**config.mk**
```make
export PLATFORM = sky130hd
export DESIGN_NAME = gate_fault_protect
export DESIGN_NICKNAME = d
export VERILOG_FILES = /design/src/gdfp_pkg.sv /design/src/gate_fault_protect.sv
export VERILOG_INCLUDE_DIRS = /design/src
export SDC_FILE = /design/constraint.sdc
export NUM_CORES = 1
export LEC_CHECK = 0
export BUFFER_PORTS_ARGS = -buffer_cell sky130_fd_sc_hd__buf_4
export CORE_UTILIZATION = 35
export DETAILED_ROUTE_END_ITERATION = 8
export PLACE_DENSITY = 0.54
export SYNTH_ARGS = -nofsm -noshare
export SYNTH_HDL_FRONTEND = slang
export SYNTH_SLANG_ARGS = --single-unit
```
**constraint.sdc**
```tcl
create_clock -name sys_clk -period 8.55 [get_ports sys_clk]
set_input_delay 1.2825 -clock sys_clk [delete_from_list [all_inputs] [get_ports sys_clk]]
set_output_delay 1.2825 -clock sys_clk [all_outputs]
set_load 0.01 [all_outputs]
```
**src/gdfp_cfg.svh**
```systemverilog
`ifndef GDFP_CFG_SVH
`define GDFP_CFG_SVH

// apb register byte offsets
`define REG_CONFIG     12'h000
`define REG_DIAG       12'h004
`define REG_STATUS     12'h008
`define REG_CHANFLAGS  12'h00C

// response mode encodings
`define MODE_LATCH     2'h0
`define MODE_CYCLE     2'h1
`define MODE_WARN      2'h2
`define MODE_OFF       2'h3

// bridge control modes
`define BRG_HALF       2'h0
`define BRG_PHEN       2'h1
`define BRG_PWM        2'h2
`define BRG_SPLIT      2'h3

// fixed settings for pin-configured variants, then the clock period in ns
`define HW_DG_NS       4000
`define HW_DG_SEL      2'h2
`define HW_OFF_LEVEL   3'h6
`define HW_PUMP_TH     1'h0
`define CLK_NS         40

// deglitch times in ns: four selectable by register, then the fixed pump one
`define DG_NS0         1000
`define DG_NS1         2000
`define DG_NS2         4000
`define DG_NS3         8000
`define PUMP_DG_NS     10000

`endif

```
**src/gdfp_pkg.sv**
```systemverilog
package gdfp_pkg;
  typedef struct packed {
    logic       clearCmd;
    logic       driverEnable;
    logic       pumpLowResp;
    logic       pumpLowThr;
    logic [1:0] ocResp;
    logic [1:0] ocDg;
    logic [3:0] ocThr;
    logic       ocInd;
    logic [1:0] gfResp;
    logic       gfInd;
    logic [1:0] brgMode;
    logic [3:0] ocSink;
    logic [3:0] sinkSetting;
  } cfg_t;

  typedef struct packed {
    logic [31:0] rdata;
    logic        pumpLowFlag;
    logic        pumpLatched;
    logic        pumpActive;
    logic        hotWarn;
    logic        shutFlag;
    logic        shutLatched;
    logic        diagEn;
  } misc_t;
endpackage

```
**src/gate_fault_protect.sv**
```systemverilog
// How it works
// - pump below level past deglitch: pull gates down, alarm, summary, pump-low flag
// - latched pump mode: also stop pump; hold all until clear command
// - auto pump mode: alarm and summary drop when condition ends; flag stays
// - pin-configured variant: auto recovery and fixed 2 V pump threshold
// - overcurrent flagged after comparator exceeds selected level past selected deglitch
// - modes 00b/11b: independence picks all half-bridges or only the faulting one
// - modes 01b/10b: independence picks all H-bridges or only the faulting one
// - latched overcurrent: pull down, alarm, summary, channel flag held until clear
// - cycle mode: as latched, next pwm edge releases alarm and driver
// - warning-only overcurrent: warning summary and channel flag only, held until clear
// - disabled overcurrent: no reaction and no report
// - pin variant: cycle mode, 4 us deglitch, per-bridge shutdown, level 6 disables
// - overcurrent turnoff uses its own sink setting; pin variant uses normal sink
// - gate fault when gate does not cross level within drive time
// - gate-fault independence: per half-bridge or per H-bridge by control mode
// - gate-fault modes latched, cycle, warning, disabled; flag held until clear
// - pin variant: gate fault cycle mode, 4 us drive time, level 6 disables
// - thermal warning sets warning summary and hot flag until clear; none on pins
// - thermal shutdown pulls down, stops pump, alarms; latched, pins auto-recover
// - switch-node current sources applied only while diagnostics enabled
// - diagnostics mirror live overcurrent comparators in channel flags, warning and bridge summaries stay quiet
// - clear command clears latched state and flags, then self-clears
`timescale 1ns/1ns
`include "gdfp_cfg.svh"
module gate_fault_protect
  import gdfp_pkg::*;
#(
  parameter int NCH      = 8,
  parameter bit PIN_CFG  = 1'b0
) (
  input  wire logic             sys_clk,
  input  wire logic             rst_b,
  input  wire logic             psel,
  input  wire logic             penable,
  input  wire logic             pwrite,
  input  wire logic [11:0]      paddr,
  input  wire logic [31:0]      pwdata,
  output logic                  pready,
  output logic [31:0]           prdata,
  output logic                  pslverr,
  input  wire logic             pumpBelowHi,
  input  wire logic             pumpBelowLo,
  input  wire logic [NCH-1:0]   dsOverCmp,
  input  wire logic [NCH-1:0]   gateCrossed,
  input  wire logic [NCH-1:0]   gateDriveOn,
  input  wire logic [NCH-1:0]   pwmIn,
  input  wire logic             hotWarnCmp,
  input  wire logic             hotShutCmp,
  input  wire logic [2:0]       thresholdPinLevel,
  output logic                  alarm_pin_n,
  output logic                  faultSummary,
  output logic                  warnSummary,
  output logic                  bridge_fault_summary,
  output logic [NCH-1:0]        gatePullDown,
  output logic                  pumpEnable,
  output logic [3:0]            activeSinkCurrent,
  output logic                  pumpThresholdHigh,
  output logic [3:0]            overcurrentThreshold,
  output logic [NCH-1:0]        switch_node_pullup_en,
  output logic [NCH-1:0]        switch_node_pulldown_en
);

  localparam int PUMP_DG = (`PUMP_DG_NS + `CLK_NS - 1) / `CLK_NS;
  localparam int DGW     = $clog2(((`DG_NS3 + `CLK_NS - 1) / `CLK_NS) + 2);

  typedef struct packed {
    cfg_t             cfg;
    misc_t            m;
    logic [NCH-1:0]   puEn;
    logic [NCH-1:0]   pdEn;
    logic [NCH-1:0]   ocFlag;
    logic [NCH-1:0]   gfFlag;
    logic [NCH-1:0]   ocTrip;
    logic [NCH-1:0]   gfTrip;
    logic [NCH-1:0]   ocWarn;
    logic [NCH-1:0]   gfWarn;
    logic [NCH-1:0]   pwmPrev;
    logic [NCH*DGW-1:0] ocCnt;
    logic [NCH*DGW-1:0] gfCnt;
    logic [15:0]      pumpCnt;
  } state_t;

  state_t s_r, s_nxt;

  // deglitch selection to whole cycles, any partial cycle rounds up
  function automatic logic [DGW-1:0] dgCycles(input logic [1:0] sel);
    int ns;
    case (sel)
      2'h0:    ns = `DG_NS0;
      2'h1:    ns = `DG_NS1;
      2'h2:    ns = `DG_NS2;
      default: ns = `DG_NS3;
    endcase
    dgCycles = DGW'((ns + `CLK_NS - 1) / `CLK_NS);
  endfunction

  // mask of channels shut down by a trip on channel ch
  function automatic logic [NCH-1:0] shutMask(input int ch, input logic ind,
                                              input logic [1:0] brg);
    shutMask = '0;
    if (!ind) begin
      shutMask = '1;
    end else if (brg == `BRG_PHEN || brg == `BRG_PWM) begin
      shutMask[ch & ~1] = 1'b1;
      shutMask[ch | 1]  = 1'b1;
    end else begin
      shutMask[ch] = 1'b1;
    end
  endfunction

  logic         pinOff;
  logic [1:0]   ocMode;
  logic [1:0]   gfMode;
  logic [1:0]   dgSel;
  logic         ocIndEff;
  logic         gfIndEff;
  logic         pumpAuto;
  logic         pumpCond;
  logic         wrEn;
  logic         rdEn;
  logic         known;
  logic [NCH-1:0] pwmEdge;
  logic [NCH-1:0] pullMask;
  logic [NCH-1:0] ocPullMask;
  logic [31:0]  rd;

  always_comb begin
    pinOff   = PIN_CFG && (thresholdPinLevel == `HW_OFF_LEVEL);
    ocMode   = PIN_CFG ? (pinOff ? `MODE_OFF : `MODE_CYCLE) : s_r.cfg.ocResp;
    gfMode   = PIN_CFG ? (pinOff ? `MODE_OFF : `MODE_CYCLE) : s_r.cfg.gfResp;
    dgSel    = PIN_CFG ? `HW_DG_SEL : s_r.cfg.ocDg;
    ocIndEff = PIN_CFG ? 1'b1 : s_r.cfg.ocInd;
    gfIndEff = PIN_CFG ? 1'b1 : s_r.cfg.gfInd;
    pumpAuto = PIN_CFG ? 1'b1 : s_r.cfg.pumpLowResp;
    pumpCond = (PIN_CFG ? `HW_PUMP_TH : s_r.cfg.pumpLowThr) ? pumpBelowHi : pumpBelowLo;
    wrEn     = psel && penable && pwrite;
    rdEn     = psel && !penable && !pwrite;
    known    = paddr == `REG_CONFIG || paddr == `REG_DIAG ||
               paddr == `REG_STATUS || paddr == `REG_CHANFLAGS;
    pwmEdge  = pwmIn ^ s_r.pwmPrev;
    s_nxt    = s_r;
    s_nxt.pwmPrev = pwmIn;
    s_nxt.cfg.clearCmd = 1'b0;

    // charge pump deglitch
    if (!pumpCond) begin
      s_nxt.pumpCnt = '0;
    end else if (s_r.pumpCnt < 16'(PUMP_DG)) begin
      s_nxt.pumpCnt = s_r.pumpCnt + 16'h0001;
    end
    if (s_nxt.pumpCnt >= 16'(PUMP_DG)) begin
      s_nxt.m.pumpLowFlag = 1'b1;
      s_nxt.m.pumpActive  = 1'b1;
      if (!pumpAuto) begin
        s_nxt.m.pumpLatched = 1'b1;
      end
    end else begin
      s_nxt.m.pumpActive = 1'b0;
    end

    // per-channel overcurrent and gate-fault monitors
    for (int c = 0; c < NCH; c++) begin
      logic [DGW-1:0] oc;
      logic [DGW-1:0] gf;
      oc = s_r.ocCnt[c*DGW +: DGW];
      gf = s_r.gfCnt[c*DGW +: DGW];
      oc = dsOverCmp[c] ? ((oc < dgCycles(dgSel)) ? oc + 1'b1 : oc) : '0;
      gf = (gateDriveOn[c] && !gateCrossed[c]) ?
           ((gf < dgCycles(dgSel)) ? gf + 1'b1 : gf) : '0;
      s_nxt.ocCnt[c*DGW +: DGW] = oc;
      s_nxt.gfCnt[c*DGW +: DGW] = gf;
      if (s_r.m.diagEn) begin
        s_nxt.ocFlag[c] = dsOverCmp[c];
      end else if (oc >= dgCycles(dgSel) && ocMode != `MODE_OFF) begin
        s_nxt.ocFlag[c] = 1'b1;
        if (ocMode == `MODE_WARN) begin
          s_nxt.ocWarn[c] = 1'b1;
        end else begin
          s_nxt.ocTrip[c] = 1'b1;
        end
      end
      if (gf >= dgCycles(dgSel) && gfMode != `MODE_OFF && !s_r.m.diagEn) begin
        s_nxt.gfFlag[c] = 1'b1;
        if (gfMode == `MODE_WARN) begin
          s_nxt.gfWarn[c] = 1'b1;
        end else begin
          s_nxt.gfTrip[c] = 1'b1;
        end
      end
      // cycle mode: a new pwm edge releases the trip, flag stays
      if (pwmEdge[c] && ocMode == `MODE_CYCLE && !dsOverCmp[c]) begin
        s_nxt.ocTrip[c] = 1'b0;
      end
      if (pwmEdge[c] && gfMode == `MODE_CYCLE && gf < dgCycles(dgSel)) begin
        s_nxt.gfTrip[c] = 1'b0;
      end
    end

    // thermal
    if (hotWarnCmp && !PIN_CFG) begin
      s_nxt.m.hotWarn = 1'b1;
    end
    s_nxt.m.shutFlag = hotShutCmp || (s_r.m.shutFlag && !PIN_CFG);
    if (hotShutCmp && !PIN_CFG) begin
      s_nxt.m.shutLatched = 1'b1;
    end

    // clear command: set wins when the condition persists
    if (s_r.cfg.clearCmd) begin
      s_nxt.m.pumpLowFlag = s_nxt.m.pumpActive;
      s_nxt.m.pumpLatched = s_nxt.m.pumpActive && !pumpAuto;
      s_nxt.m.hotWarn     = hotWarnCmp && !PIN_CFG;
      s_nxt.m.shutFlag    = hotShutCmp;
      s_nxt.m.shutLatched = hotShutCmp && !PIN_CFG;
      for (int c = 0; c < NCH; c++) begin
        if (!dsOverCmp[c] || s_r.m.diagEn) begin
          s_nxt.ocTrip[c] = 1'b0;
          s_nxt.ocWarn[c] = 1'b0;
          if (!s_r.m.diagEn) begin
            s_nxt.ocFlag[c] = 1'b0;
          end
        end
        if (s_nxt.gfCnt[c*DGW +: DGW] < dgCycles(dgSel)) begin
          s_nxt.gfTrip[c] = 1'b0;
          s_nxt.gfWarn[c] = 1'b0;
          s_nxt.gfFlag[c] = 1'b0;
        end
      end
    end

    // apb register writes, taken in the access phase
    if (wrEn) begin
      unique case (paddr)
        `REG_CONFIG: begin
          s_nxt.cfg.clearCmd     = pwdata[0];
          s_nxt.cfg.driverEnable = pwdata[1];
          s_nxt.cfg.pumpLowResp  = pwdata[2];
          s_nxt.cfg.pumpLowThr   = pwdata[3];
          s_nxt.cfg.ocResp       = pwdata[5:4];
          s_nxt.cfg.ocDg         = pwdata[7:6];
          s_nxt.cfg.ocThr        = pwdata[11:8];
          s_nxt.cfg.ocInd        = pwdata[12];
          s_nxt.cfg.gfResp       = pwdata[14:13];
          s_nxt.cfg.gfInd        = pwdata[15];
          s_nxt.cfg.brgMode      = pwdata[17:16];
          s_nxt.cfg.ocSink       = pwdata[23:20];
          s_nxt.cfg.sinkSetting  = pwdata[27:24];
        end
        `REG_DIAG: begin
          // diagnostics exist only on register-configured parts
          s_nxt.m.diagEn = pwdata[0] && !PIN_CFG;
          s_nxt.puEn     = pwdata[8 +: NCH];
          s_nxt.pdEn     = pwdata[16 +: NCH];
        end
        default: begin
        end
      endcase
    end

    // read data registered in setup so it stands during access
    rd = 32'h0000_0000;
    unique case (paddr)
      `REG_CONFIG:    rd = {4'h0, s_r.cfg.sinkSetting, s_r.cfg.ocSink, 2'h0,
                            s_r.cfg.brgMode, s_r.cfg.gfInd, s_r.cfg.gfResp,
                            s_r.cfg.ocInd, s_r.cfg.ocThr, s_r.cfg.ocDg,
                            s_r.cfg.ocResp, s_r.cfg.pumpLowThr, s_r.cfg.pumpLowResp,
                            s_r.cfg.driverEnable, s_r.cfg.clearCmd};
      `REG_DIAG:      rd = {8'h00, 8'(s_r.pdEn), 8'(s_r.puEn), 7'h00, s_r.m.diagEn};
      `REG_STATUS:    rd = {25'h0, s_r.m.shutFlag, s_r.m.hotWarn, s_r.m.pumpLowFlag,
                            bridge_fault_summary, warnSummary, faultSummary,
                            s_r.m.pumpLatched};
      `REG_CHANFLAGS: rd = {8'h00, 8'(s_r.gfFlag), 8'h00, 8'(s_r.ocFlag)};
      default:        rd = 32'h0000_0000;
    endcase
    if (rdEn) begin
      s_nxt.m.rdata = rd;
    end
  end

  always_ff @(posedge sys_clk or negedge rst_b) begin
    if (!rst_b) begin
      s_r <= '0;
    end else begin
      s_r <= s_nxt;
    end
  end

  // shutdown masks and outputs
  logic anyTrip;
  logic pumpFault;
  always_comb begin
    ocPullMask = '0;
    pullMask   = '0;
    for (int c = 0; c < NCH; c++) begin
      if (s_r.ocTrip[c]) begin
        ocPullMask = ocPullMask | shutMask(c, ocIndEff, s_r.cfg.brgMode);
      end
      if (s_r.gfTrip[c]) begin
        pullMask = pullMask | shutMask(c, gfIndEff, s_r.cfg.brgMode);
      end
    end
    pumpFault = s_r.m.pumpActive || s_r.m.pumpLatched;
    anyTrip   = pumpFault || s_r.m.shutFlag || (|s_r.ocTrip) || (|s_r.gfTrip);
    if (pumpFault || s_r.m.shutFlag || !(PIN_CFG || s_r.cfg.driverEnable)) begin
      pullMask = '1;
    end
    pullMask = pullMask | ocPullMask;
  end

  assign gatePullDown         = pullMask;
  assign faultSummary         = anyTrip;
  assign alarm_pin_n          = !anyTrip;
  assign warnSummary          = !s_r.m.diagEn && ((|s_r.ocWarn) || (|s_r.gfWarn) ||
                                s_r.m.hotWarn);
  assign bridge_fault_summary = !s_r.m.diagEn && ((|s_r.ocFlag) || (|s_r.gfFlag));
  assign pumpEnable           = !s_r.m.pumpLatched && !s_r.m.shutFlag;
  assign activeSinkCurrent    = ((|ocPullMask) && !PIN_CFG) ? s_r.cfg.ocSink
                                                            : s_r.cfg.sinkSetting;
  assign pumpThresholdHigh    = PIN_CFG ? `HW_PUMP_TH : s_r.cfg.pumpLowThr;
  assign overcurrentThreshold = s_r.cfg.ocThr;
  assign switch_node_pullup_en   = s_r.m.diagEn ? s_r.puEn : '0;
  assign switch_node_pulldown_en = s_r.m.diagEn ? s_r.pdEn : '0;
  assign pready  = 1'b1;
  assign pslverr = psel && penable && !known;
  assign prdata  = s_r.m.rdata;

endmodule

```
# Word level (Yosys, flattened, before mapping)
# Cells that the tools add are included.
dict set report word_totals {
  regBits 280
  wordCells 563
  output_inout_bits 72
}
dict set report op_classes {
  add_sub_neg 23
  n_eq_ne 14
  mux 292
  bitwise_logic 16
  n_reduce_logical 133
  div_mod_pow 3
  n_lt_le_gt_ge 50
}
# operator count
set op_table {}
lappend op_table {{8-bit two-way mux} 51}
lappend op_table {{8-bit < comparator} 32}
lappend op_table {{1-bit two-way mux} 184}
lappend op_table {{8-bit by 1-bit adder with 8-bit output, second input constant} 16}
lappend op_table {{8-bit >= comparator} 16}
lappend op_table {{8-bit OR} 15}
lappend op_table {{28-bit case mux with 4 select lines} 1}
lappend op_table {{32-bit by 7-bit adder with 32-bit output, second input constant} 3}
lappend op_table {{32-bit by 7-bit divider with 32-bit output, second input constant} 3}
lappend op_table {{32-bit by 2-bit subtractor with 32-bit output, second input constant} 3}
lappend op_table {{1-bit logical AND} 73}
lappend op_table {{32-bit two-way mux} 2}
lappend op_table {{2-bit two-way mux} 28}
lappend op_table {{8-bit OR reduction} 7}
lappend op_table {{26-bit two-way mux} 2}
lappend op_table {{48-bit two-way mux} 1}
lappend op_table {{6-bit two-way mux} 8}
lappend op_table {{4-bit two-way mux} 11}
lappend op_table {{13-bit case mux with 3 select lines} 1}
lappend op_table {{16-bit two-way mux} 2}
lappend op_table {{1-bit logical NOT} 25}
lappend op_table {{12-bit by 4-bit == test with 1-bit output, second input constant} 2}
lappend op_table {{1-bit logical OR} 21}
lappend op_table {{16-bit by 1-bit adder with 16-bit output, second input constant} 1}
lappend op_table {{other kinds (13)} 23}

# Depth between registers and ports, before layout
# Gate-level depths: netlist of run 1.
dict set report depth {
  ltp_word 21
  depth_mapped 19
  ltp_nobuf 19
}

# Worst setup path after synthesis of run 1
# Ideal clock, no wire load.
dict set report synth_timing {
  path_kind {flip-flop to flip-flop}
  start {register s_r, in the netlist dgSel[1]}
  end {register s_r[197] in the netlist's numbering}
  setup_ps 123
  slack_ps 2602
  arrival_time_ps 5825
  stages_incl_launch_ff 19
  required_time_ps 8427
  n_path_buf 1
  path_cell_list {dfrtp_1 inv_1 ha_1 inv_1 ha_1 a2111oi_0 nor2b_1 o21ai_1 and2_1 clkbuf_1 or3_1 a21boi_0 ha_1 and2_1 o21ai_0 o21ai_0 o41a_1 a211oi_1 nor2_1}
}
# item line
set synth_rtl {}
lappend synth_rtl {{start: declaration} gate_fault_protect.sv:84} ;# state_t s_r, s_nxt;
lappend synth_rtl {{start signal: assignment} gate_fault_protect.sv:285} ;# s_r <= s_nxt;

==> results of run 1 <==
-- worst paths after layout --
| path | end | slack (ps) | cells after the start |
|---|---|---|---|
| max | s_r[168]$_DFF_PN0_ | 2990 | 16 |
| min | prdata[14]$_DFFE_PN0P_ | 480 | 2 |
| max reg2reg | s_r[168]$_DFF_PN0_ | 2990 | 16 |
| min reg2reg | prdata[14]$_DFFE_PN0P_ | 480 | 2 |
| max in group asynchronous | s_r[96]$_DFF_PN0_ | 6280 | 2 |
| min in group asynchronous | overcurrentThreshold[1]$_DFFE_PN0P_ | 700 | 1 |
-- layer usage --
metal / share of wire, % / vias up / track usage, %
li1: - / 7589 / -
met1: 48 / 7662 / 26.7
met2: 46 / 285 / 31.5
met3: 4.5 / 86 / 3.39
met4: 2.2 / 2 / 5.72
met5: 0.020 / - / 0
-- worst reg2reg max path, stage by stage, from the launching register on --
cell	delay, ps
dfrtp_1	400
buf_4	430
ha_1	330
inv_1	340
buf_4	390
ha_1	250
a2111oi_0	500
a31oi_1	500
or4_1	630
a21oi_1	200
ha_1	270
a21o_1	160
a21o_1	160
a21oi_1	120
o21ai_0	310
o21a_1	290
o22a_1	170
-- synth_stat cells (47+ instances only) --
master / n
and2_1: 56
ha_1: 260
dfrtp_1: 276
inv_1: 48
mux2i_1: 47
nand2b_1: 56
nor2_1: 141
a21oi_1: 147
o21ai_0: 117
nand3_1: 58
nand2_1: 150
-- cells by family (layout without fill, tap and decap cells) --
family / after synthesis / count (layout)
mux: 91 / 91
other cells: 2 / 5
simple gates: 676 / 676
xor+xnor: 67 / 67
buf+inv: 136 / 278
fa+ha+maj: 260 / 260
flops: 276 / 276
compound gates: 504 / 504
-- power by group --
| part | switching [W] | internal (W) | leakage, nW |
|---|---|---|---|
| sequential | 0.0000232 | 0.00132 | 3.77 |
| combinational | 0.000126 | 0.0000888 | 6.14 |
| clock | 0.000617 | 0.000926 | 0.602 |
-- sequential cells by signal, indices dropped and copies added (netlist names), 2 cells and up --
name,cells
gfMode,2
ocMode,2
overcurrentThreshold,4
prdata,28
s_r,234
dgSel,2
-- area by class of cell --
type	count	area, sq um	area share (%)
repair buffers	166	1270	5.75
clock inverters	13	149	0.676
clock buffers	50	1050	4.78
inverters	49	184	0.835
well taps	696	871	3.95
flip-flops and latches	276	6910	31.4
multi-input cells	1603	11600	52.6
-- metrics by stage --
stage / cell area (sq um) / setup slack (ps) / hold slack [ps] / total power, W
6_report: 22000 / 2990 / 482 / 0.00311
5_1_grt: 22000 / 2530 / 504 / 0.00323
3_3_place_gp: 20800 / 3030 / 465 / 0.00158
2_1_floorplan: 19200 / 2600 / 429 / 0.00148
4_1_cts: 22000 / 2970 / 483 / 0.00315
3_5_place_dp: 20800 / 2960 / 466 / 0.00159
==> flow_summary.ini, run 1 <==
[finish]
area_delta_synth_final_pct = 15.0
fin_cells = 2853
diodes = 0
most-common-layout-cells = dfrtp_1, ha_1, buf_4
post-route-util_pct = 40.8
n_fill_cell = 5231
layout_commonest_cell = dfrtp_1
finalNetCount = 2480
drive_above_1_share_pct = 13.5

[sta]
hold_viol = 0
fin_crit_ps = 5560
worst_pin_slew_ps = 1230
slew-limit-headroom_pct = 17.8
drv_slew = 0
setup_violations = 0
post-route-period-util_pct = 65.0
setup_tns_ps = 0
timing.fmax_mhz = 180
rsz0062_at_grt = false
skew_ps = 13.3

[place]
place_inst = 2790
routabilityCongestion = 0.856
dp_hpwl_um = 38800
port_buffers = 147

[synthesis]
synth_mux_area_share_pct = 5.30
synth-adder-area-share_pct = 17.0
synth_compound_area_share_pct = 16.8
synth_area_leaders = dfrtp_1, ha_1, a21oi_1
synthSimpleGateAreaFrac_pct = 18.2
ys_types = 70
synth_xor_area_share_pct = 3.07
ys_seq_area_share_pct = 36.1
synth_top_family_by_area = simple AND/OR/NAND/NOR gates
netlist_instances = 2012
yosysTopAreaCell = dfrtp_1
ys_ff_latch = 276
synthArstFlopShare_pct = 100
synthFlopType = dfrtp_1
synth_top_area_share_pct = 36.1
synthesis.area_sq_mm = 0.0191
ys_warn_count = 0
syn_avg_cell_area_sq_um = 9.52
synth_edf_count = 0

[drt]
avgViaCountPerCell = 5.48
drt-total-wl_um = 53900
ant_nets = 0
firstDrtPassIters = 5
num_vias = 15600
wl_per_cell_um = 18.9
drc = 0
drt_iter0_markers = 862

[grt]
grt_pass1_vias = 15700
grt_first_pass_wirelength_um = 86800
grt_usage_pct = 19.5
grt_max_degree = 172
overflow = 0
grt_antenna_before_repair = 1

[setup_path]
startpoint = dgSel[1]$_DFFE_PN0P_
crit_fanout = 20
start_kind = flop
endpoint_kind = flop
path_class = reg2reg
critPathArrivalTime_ps = 6000
critical_path.max_stage_delay_ps = 630
slowest_stage = or4_1
cp.required_ps = 9000
critical_path.cell_chain = buf_4, ha_1, inv_1, buf_4, ha_1, a2111oi_0, a31oi_1, or4_1, a21oi_1, ha_1, a21o_1, a21o_1, a21oi_1, o21ai_0, o21a_1, o22a_1
timing.rr.start = dgSel[1]$_DFFE_PN0P_
path_buf_inv = 3
path_delay_family = compound AO/OA/AOI/OAI gates
cp_common_cell = ha_1

[cts]
htreeDepth = 2
clockBufferDepth = 3
cts_tree = done
cts_buffers = 36
cts.clk_slew.worst_paths_ps = 60
cts_hold_buf = 0
clock_sinks = 276
cts.repair.resized = 0
post_cts_buffers = 0
clock_tree.root_cell = clkbuf_16
clk_latency_ps = 560

[floorplan]
ios = 160
start_util_pct = 35.5
dieWidth_um = 236
die_h_um = 236
core_area_sq_mm = 0.0539
die-area_sq_mm = 0.0556
num_rows = 85

[power_and_ir_drop]
p_leak_nw = 10.5
peakVddDrop_v = 0.000129
p_per_area_mw_per_mm2 = 141

[run]
cap_violations = 0

[outcome]
outcome = complete, no violations

[worst_hold_path]
min_from = prdata[14]$_DFFE_PN0P_
hp-class = reg2reg
No activity file was read; power rests on OpenSTA's default activity.
==> inputs of run 2 (changes only) <==
- PLACE_DENSITY: 0.54 -> 0.56
- clock period: 8.55 -> 5 ns (I/O delays scaled with it)
==> flow_summary.ini, run 2 (synthesis results as in run 1) <==
[setup_path]
crit_fanout = 15
path_class = reg2reg
endpoint_kind = flop
critPathArrivalTime_ps = 5120
start_kind = flop
cp.required_ps = 5420

[finish]
fin_cells = 2867
layout_commonest_cell = dfrtp_1
diodes = 0
most-common-layout-cells = dfrtp_1, ha_1, buf_4
post-route-util_pct = 41.3
finalNetCount = 2494
regMostFlops = s_r
area_delta_synth_final_pct = 16.2
drive_above_1_share_pct = 14.5
n_fill_cell = 5137
seqCellArea_sq_mm = 0.00691
largest_reg_flops = 234
multi_input_area_sq_mm = 0.0117

[place]
pre_cts_ws_ps = 222
place_inst = 2805
routabilityCongestion = 0.856
dp_hpwl_um = 39400
port_buffers = 147

[grt]
grt_pass1_vias = 15800
grt_max_degree = 115
grt_usage_pct = 19.8
grt_antenna_before_repair = 0
grt_first_pass_wirelength_um = 87500
overflow = 0

[sta]
worst_pin_slew_ps = 1250
rsz0062_at_grt = false
setup_violations = 0
timing.final.ws_setup_ps = 305
slew-limit-headroom_pct = 16.7
skew_ps = 26.0
hold_viol = 0
drv_slew = 0
timing.fmax_mhz = 213
fin_crit_ps = 4700
post-route-period-util_pct = 93.9

[floorplan]
die_h_um = 236
start_util_pct = 35.5
num_rows = 85
core_area_sq_mm = 0.0539
ios = 160
dieWidth_um = 236
die-area_sq_mm = 0.0556

[cts]
cts.clk_slew.worst_paths_ps = 60
clk_latency_ps = 560
cts_hold_buf = 0
htreeDepth = 2
cts_tree = done
cts_buffers = 35
clockBufferDepth = 3
clock_sinks = 276
clock_tree.root_cell = clkbuf_16

[drt]
ant_nets = 0
drt-total-wl_um = 54200
drt_iter0_markers = 820
num_vias = 15700
drc = 0
avgViaCountPerCell = 5.47
wl_per_cell_um = 18.9
firstDrtPassIters = 5

[worst_hold_path]
hp-class = in2async

[power_and_ir_drop]
p_total_w = 0.00528
p_per_area_mw_per_mm2 = 237
p_leak_nw = 10.6
peakVddDrop_v = 0.000184

[run]
cap_violations = 0

[outcome]
outcome = complete, no violations
[run 2: cell types whose count changed in the layout (fill, tap and decap cells not counted), moves of 3 or more]
cell,change
ha_1,-3
o21ai_1,+3
a2111oi_0,-8
ha_4,+4
a2111oi_1,+4
clkbuf_1,+5
o21ai_0,-4
buf_4,+15
a2111oi_4,+3
[run 2: worst max-delay path: stages (launching register included)]
cell,delay [ps]
dfrtp_2,400
clkinvlp_4,130
ha_4,290
clkinvlp_4,70
buf_4,230
ha_1,330
a2111oi_1,510
nand2_1,90
o21ai_0,120
a31oi_2,160
or4_1,580
a21oi_1,230
ha_1,280
a21o_1,160
a21o_1,170
a21oi_1,130
o21ai_0,260
o21a_1,270
o22a_1,170
[run 2: metrics by stage]
stage / setup TNS (ps) / area, sq um / hold WS (ps)
3_5_place_dp: 0 / 21100 / 468
2_1_floorplan: -3700 / 19300 / 429
5_1_grt: 0 / 22200 / 301
6_report: 0 / 22200 / 270
3_3_place_gp: 0 / 21100 / 466
4_1_cts: 0 / 22200 / 290
[run 2: layout make-up]
class	instances	area share, %
well taps	696	3.92
repair buffers	181	6.20
inverters	49	0.861
multi-input cells	1603	52.7
flip-flops and latches	276	31.1
clock inverters	10	0.664
clock buffers	52	4.58
[run 2: layer usage]
layer | GRT usage, % | share of wire, %
met2 | 31.5 | 44
met4 | 6.56 | 3.0
met1 | 26.3 | 46
met3 | 4.55 | 6.3
met5 | 0.0866 | 0
[run 2: worst paths after layout]
kind	start	endpoint	slack, ps	depth (start not counted)
worst max-delay path	dgSel[1]$_DFFE_PN0P_	s_r[168]$_DFF_PN0_	300	18
worst min-delay path	rst_b	prdata[26]$_DFFE_PN0P_	270	1
worst max register to register	dgSel[1]$_DFFE_PN0P_	s_r[168]$_DFF_PN0_	300	18
worst min register to register	pumpAuto$_DFFE_PN0P_	s_r[221]$_DFFE_PN0P_	480	1
max in group asynchronous	rst_b	s_r[30]$_DFF_PN0_	3600	2
min in group sys_clk	pwmIn[3]	s_r[147]$_DFF_PN0_	320	1
[run 2: power by group]
group / leakage (nW) / switching (W) / total [W] / internal (W)
logic: 6.21 / 0.000217 / 0.000371 / 0.000154
clock network: 0.575 / 0.00103 / 0.00260 / 0.00157
registers: 3.77 / 0.0000395 / 0.00230 / 0.00226
[run 2: repair_timing]
| item | CTS | global route |
|---|---|---|
| endpoints found under the setup margin | 0 | 9 |
| setup buffers | 0 | 0 |
| gates resized for setup | 0 | 7 |
==> inputs of run 3 (changes only) <==
- BUFFER_PORTS_ARGS: -buffer_cell sky130_fd_sc_hd__buf_4 -> not set
- DONT_BUFFER_PORTS: not set -> 1
- PLACE_DENSITY: 0.56 -> 0.54
- RECOVER_POWER: not set -> 100
==> flow_summary.ini, run 3 (synthesis results as in run 1) <==
[worst_hold_path]
hp-class = in2async

[drt]
firstDrtPassIters = 5
ant_nets = 0
avgViaCountPerCell = 5.58
num_vias = 15200
drt-total-wl_um = 53800
drc = 0
wl_per_cell_um = 19.8
drt_iter0_markers = 901

[power_and_ir_drop]
switching_share_pct = 23.5
p_per_area_mw_per_mm2 = 247
intPower_w = 0.00400
peakVddDrop_v = 0.000186
p_total_w = 0.00523
p_switching_w = 0.00123
combPwrFrac_pct = 4.6
p_seq_share_pct = 44.1
p_leak_nw = 9.78
clockPowerShare_pct = 51.3

[run]
cap_violations = 0

[setup_path]
slowest_stage = a2111oi_0
timing.rr.start = dgSel[1]$_DFFE_PN0P_
critical_path.max_stage_delay_ps = 600
critical_path.cell_chain = clkinvlp_4, ha_4, clkinvlp_4, buf_12, ha_1, a2111oi_0, nor2b_1, o21ai_1, and2_1, or4_1, a21boi_1, ha_1, o21ai_0, o21ai_0, o41a_1, a211oi_1, nor2_1
reg2reg_to = s_r[199]$_DFF_PN0_
endpoint_kind = flop
start_kind = flop
critPathArrivalTime_ps = 5090
path_class = reg2reg
critPathCapture = s_r[199]$_DFF_PN0_
reg2reg_depth = 17
ff2ff_setup_slack_ps = 350
startpoint = dgSel[1]$_DFFE_PN0P_
crit_fanout = 9
cp.required_ps = 5440

[grt]
overflow = 0
grt_max_degree = 277
grt_pass1_vias = 15300
grt_usage_pct = 19.5
grt_antenna_before_repair = 2
grt_first_pass_wirelength_um = 85900

[floorplan]
num_rows = 85
die_h_um = 236
ios = 160
die-area_sq_mm = 0.0556
core_area_sq_mm = 0.0539
start_util_pct = 35.5
dieWidth_um = 236

[sta]
setup_violations = 0
hold_viol = 276
worst_pin_slew_ps = 1460
skew_ps = 32.7
rsz0062_at_grt = false
slew-limit-headroom_pct = 2.93
fin_crit_ps = 4650
timing.fmax_mhz = 215
post-route-period-util_pct = 93.0
drv_slew = 0
holdWs_ps = -123

[finish]
regMostFlops = s_r
finalNetCount = 2351
diodes = 0
drive_above_1_share_pct = 7.39
area_delta_synth_final_pct = 10.4
most-common-layout-cells = dfrtp_1, ha_1, nand2_1
final_area_sq_mm = 0.0211
layout_commonest_cell = dfrtp_1
post-route-util_pct = 39.2
largest_reg_flops = 234

[outcome]
outcome = finished, violations left
violations = negative hold slack

[cts]
clock_sinks = 276
htreeDepth = 2
cts.clk_slew.worst_paths_ps = 60
clock_tree.root_cell = clkbuf_16
clk_latency_ps = 570
cts_tree = done
clockBufferDepth = 3
cts_buffers = 34

[place]
placed_cell_area_sq_mm = 0.0200
routabilityCongestion = 0.866
dp_hpwl_um = 38100
port_buffers = 0
run 3: cell types whose count changed in the layout (fill, tap and decap cells not counted), sizes merged:
cell      before  now
clkinv         8    6
bufinv         3    5
buf          181   31
clkinvlp       2    4
inv           46   47
clkbuf        52   57
run 3: power by group through the flow:
stage / clock (W) / combinational (W) / sequential, W
after floorplan: 0 / 0.000199 / 0.00233
final: 0.00268 / 0.000240 / 0.00230
after global placement: 0 / 0.000237 / 0.00234
after CTS: 0.00276 / 0.000245 / 0.00230
after detailed placement: 0 / 0.000243 / 0.00234
after global routing: 0.00285 / 0.000277 / 0.00231
run 3: how the worst min path moves through the flow:
stage                         startpoint                     end  cells after the start
floorplan           pumpAuto$_DFFE_PN0P_    s_r[221]$_DFFE_PN0P_                      1
global placement                   rst_b    s_r[256]$_DFFE_PN0P_                      0
detailed placement                 rst_b  prdata[25]$_DFFE_PN0P_                      0
CTS                                rst_b    s_r[200]$_DFFE_PN0P_                      0
global route                       rst_b   prdata[0]$_DFFE_PN0P_                      0
finish                             rst_b   prdata[0]$_DFFE_PN0P_                      0
run 3: what timing repair did:
item | in CTS | in global routing
endpoints found under the hold margin | 276 | 276
gates resized for setup | 0 | 13
setup buffers | 0 | 5
setup endpoints to repair | 0 | 26
run 3: cell type report:
cell class,count,area (sq um)
Tap cell,696,871
Clock inverter,13,236
Inverter,49,195
Fill cell,5283,32800
Timing Repair Buffer,39,292
Multi-Input combinational cell,1603,11700
Clock buffer,49,967
Sequential cell,276,6910
run 3: per-stage QoR:
step / setup slack (ps) / std cells / TNS [ps] / hold slack [ps]
after floorplan: -290 / 2015 / -3700 / 429
after global placement: 214 / 2658 / 0 / 455
after detailed placement: 126 / 2658 / 0 / 463
after CTS: 103 / 2720 / 0 / -146
after global routing: 13.2 / 2725 / 0 / -141
final: 351 / 2725 / 0 / -123
run 3: routing by layer:
metal	global-route usage [%]	wire (um)	vias up
met4	6.91	1700	4
met2	30.8	24100	432
met3	4.20	3450	109
met5	0	27	-
met1	26.1	24600	7320
li1	-	-	7347
run 3: critical path, delay by kind of cell, from the launching register on:
kind | cells | cell delay, ps
DFF | 1 | 400
buffers and inverters | 3 | 360
AOI/OAI and AO/OA | 7 | 1810
and+or+nand+nor | 4 | 1090
adders and majority gates | 3 | 870
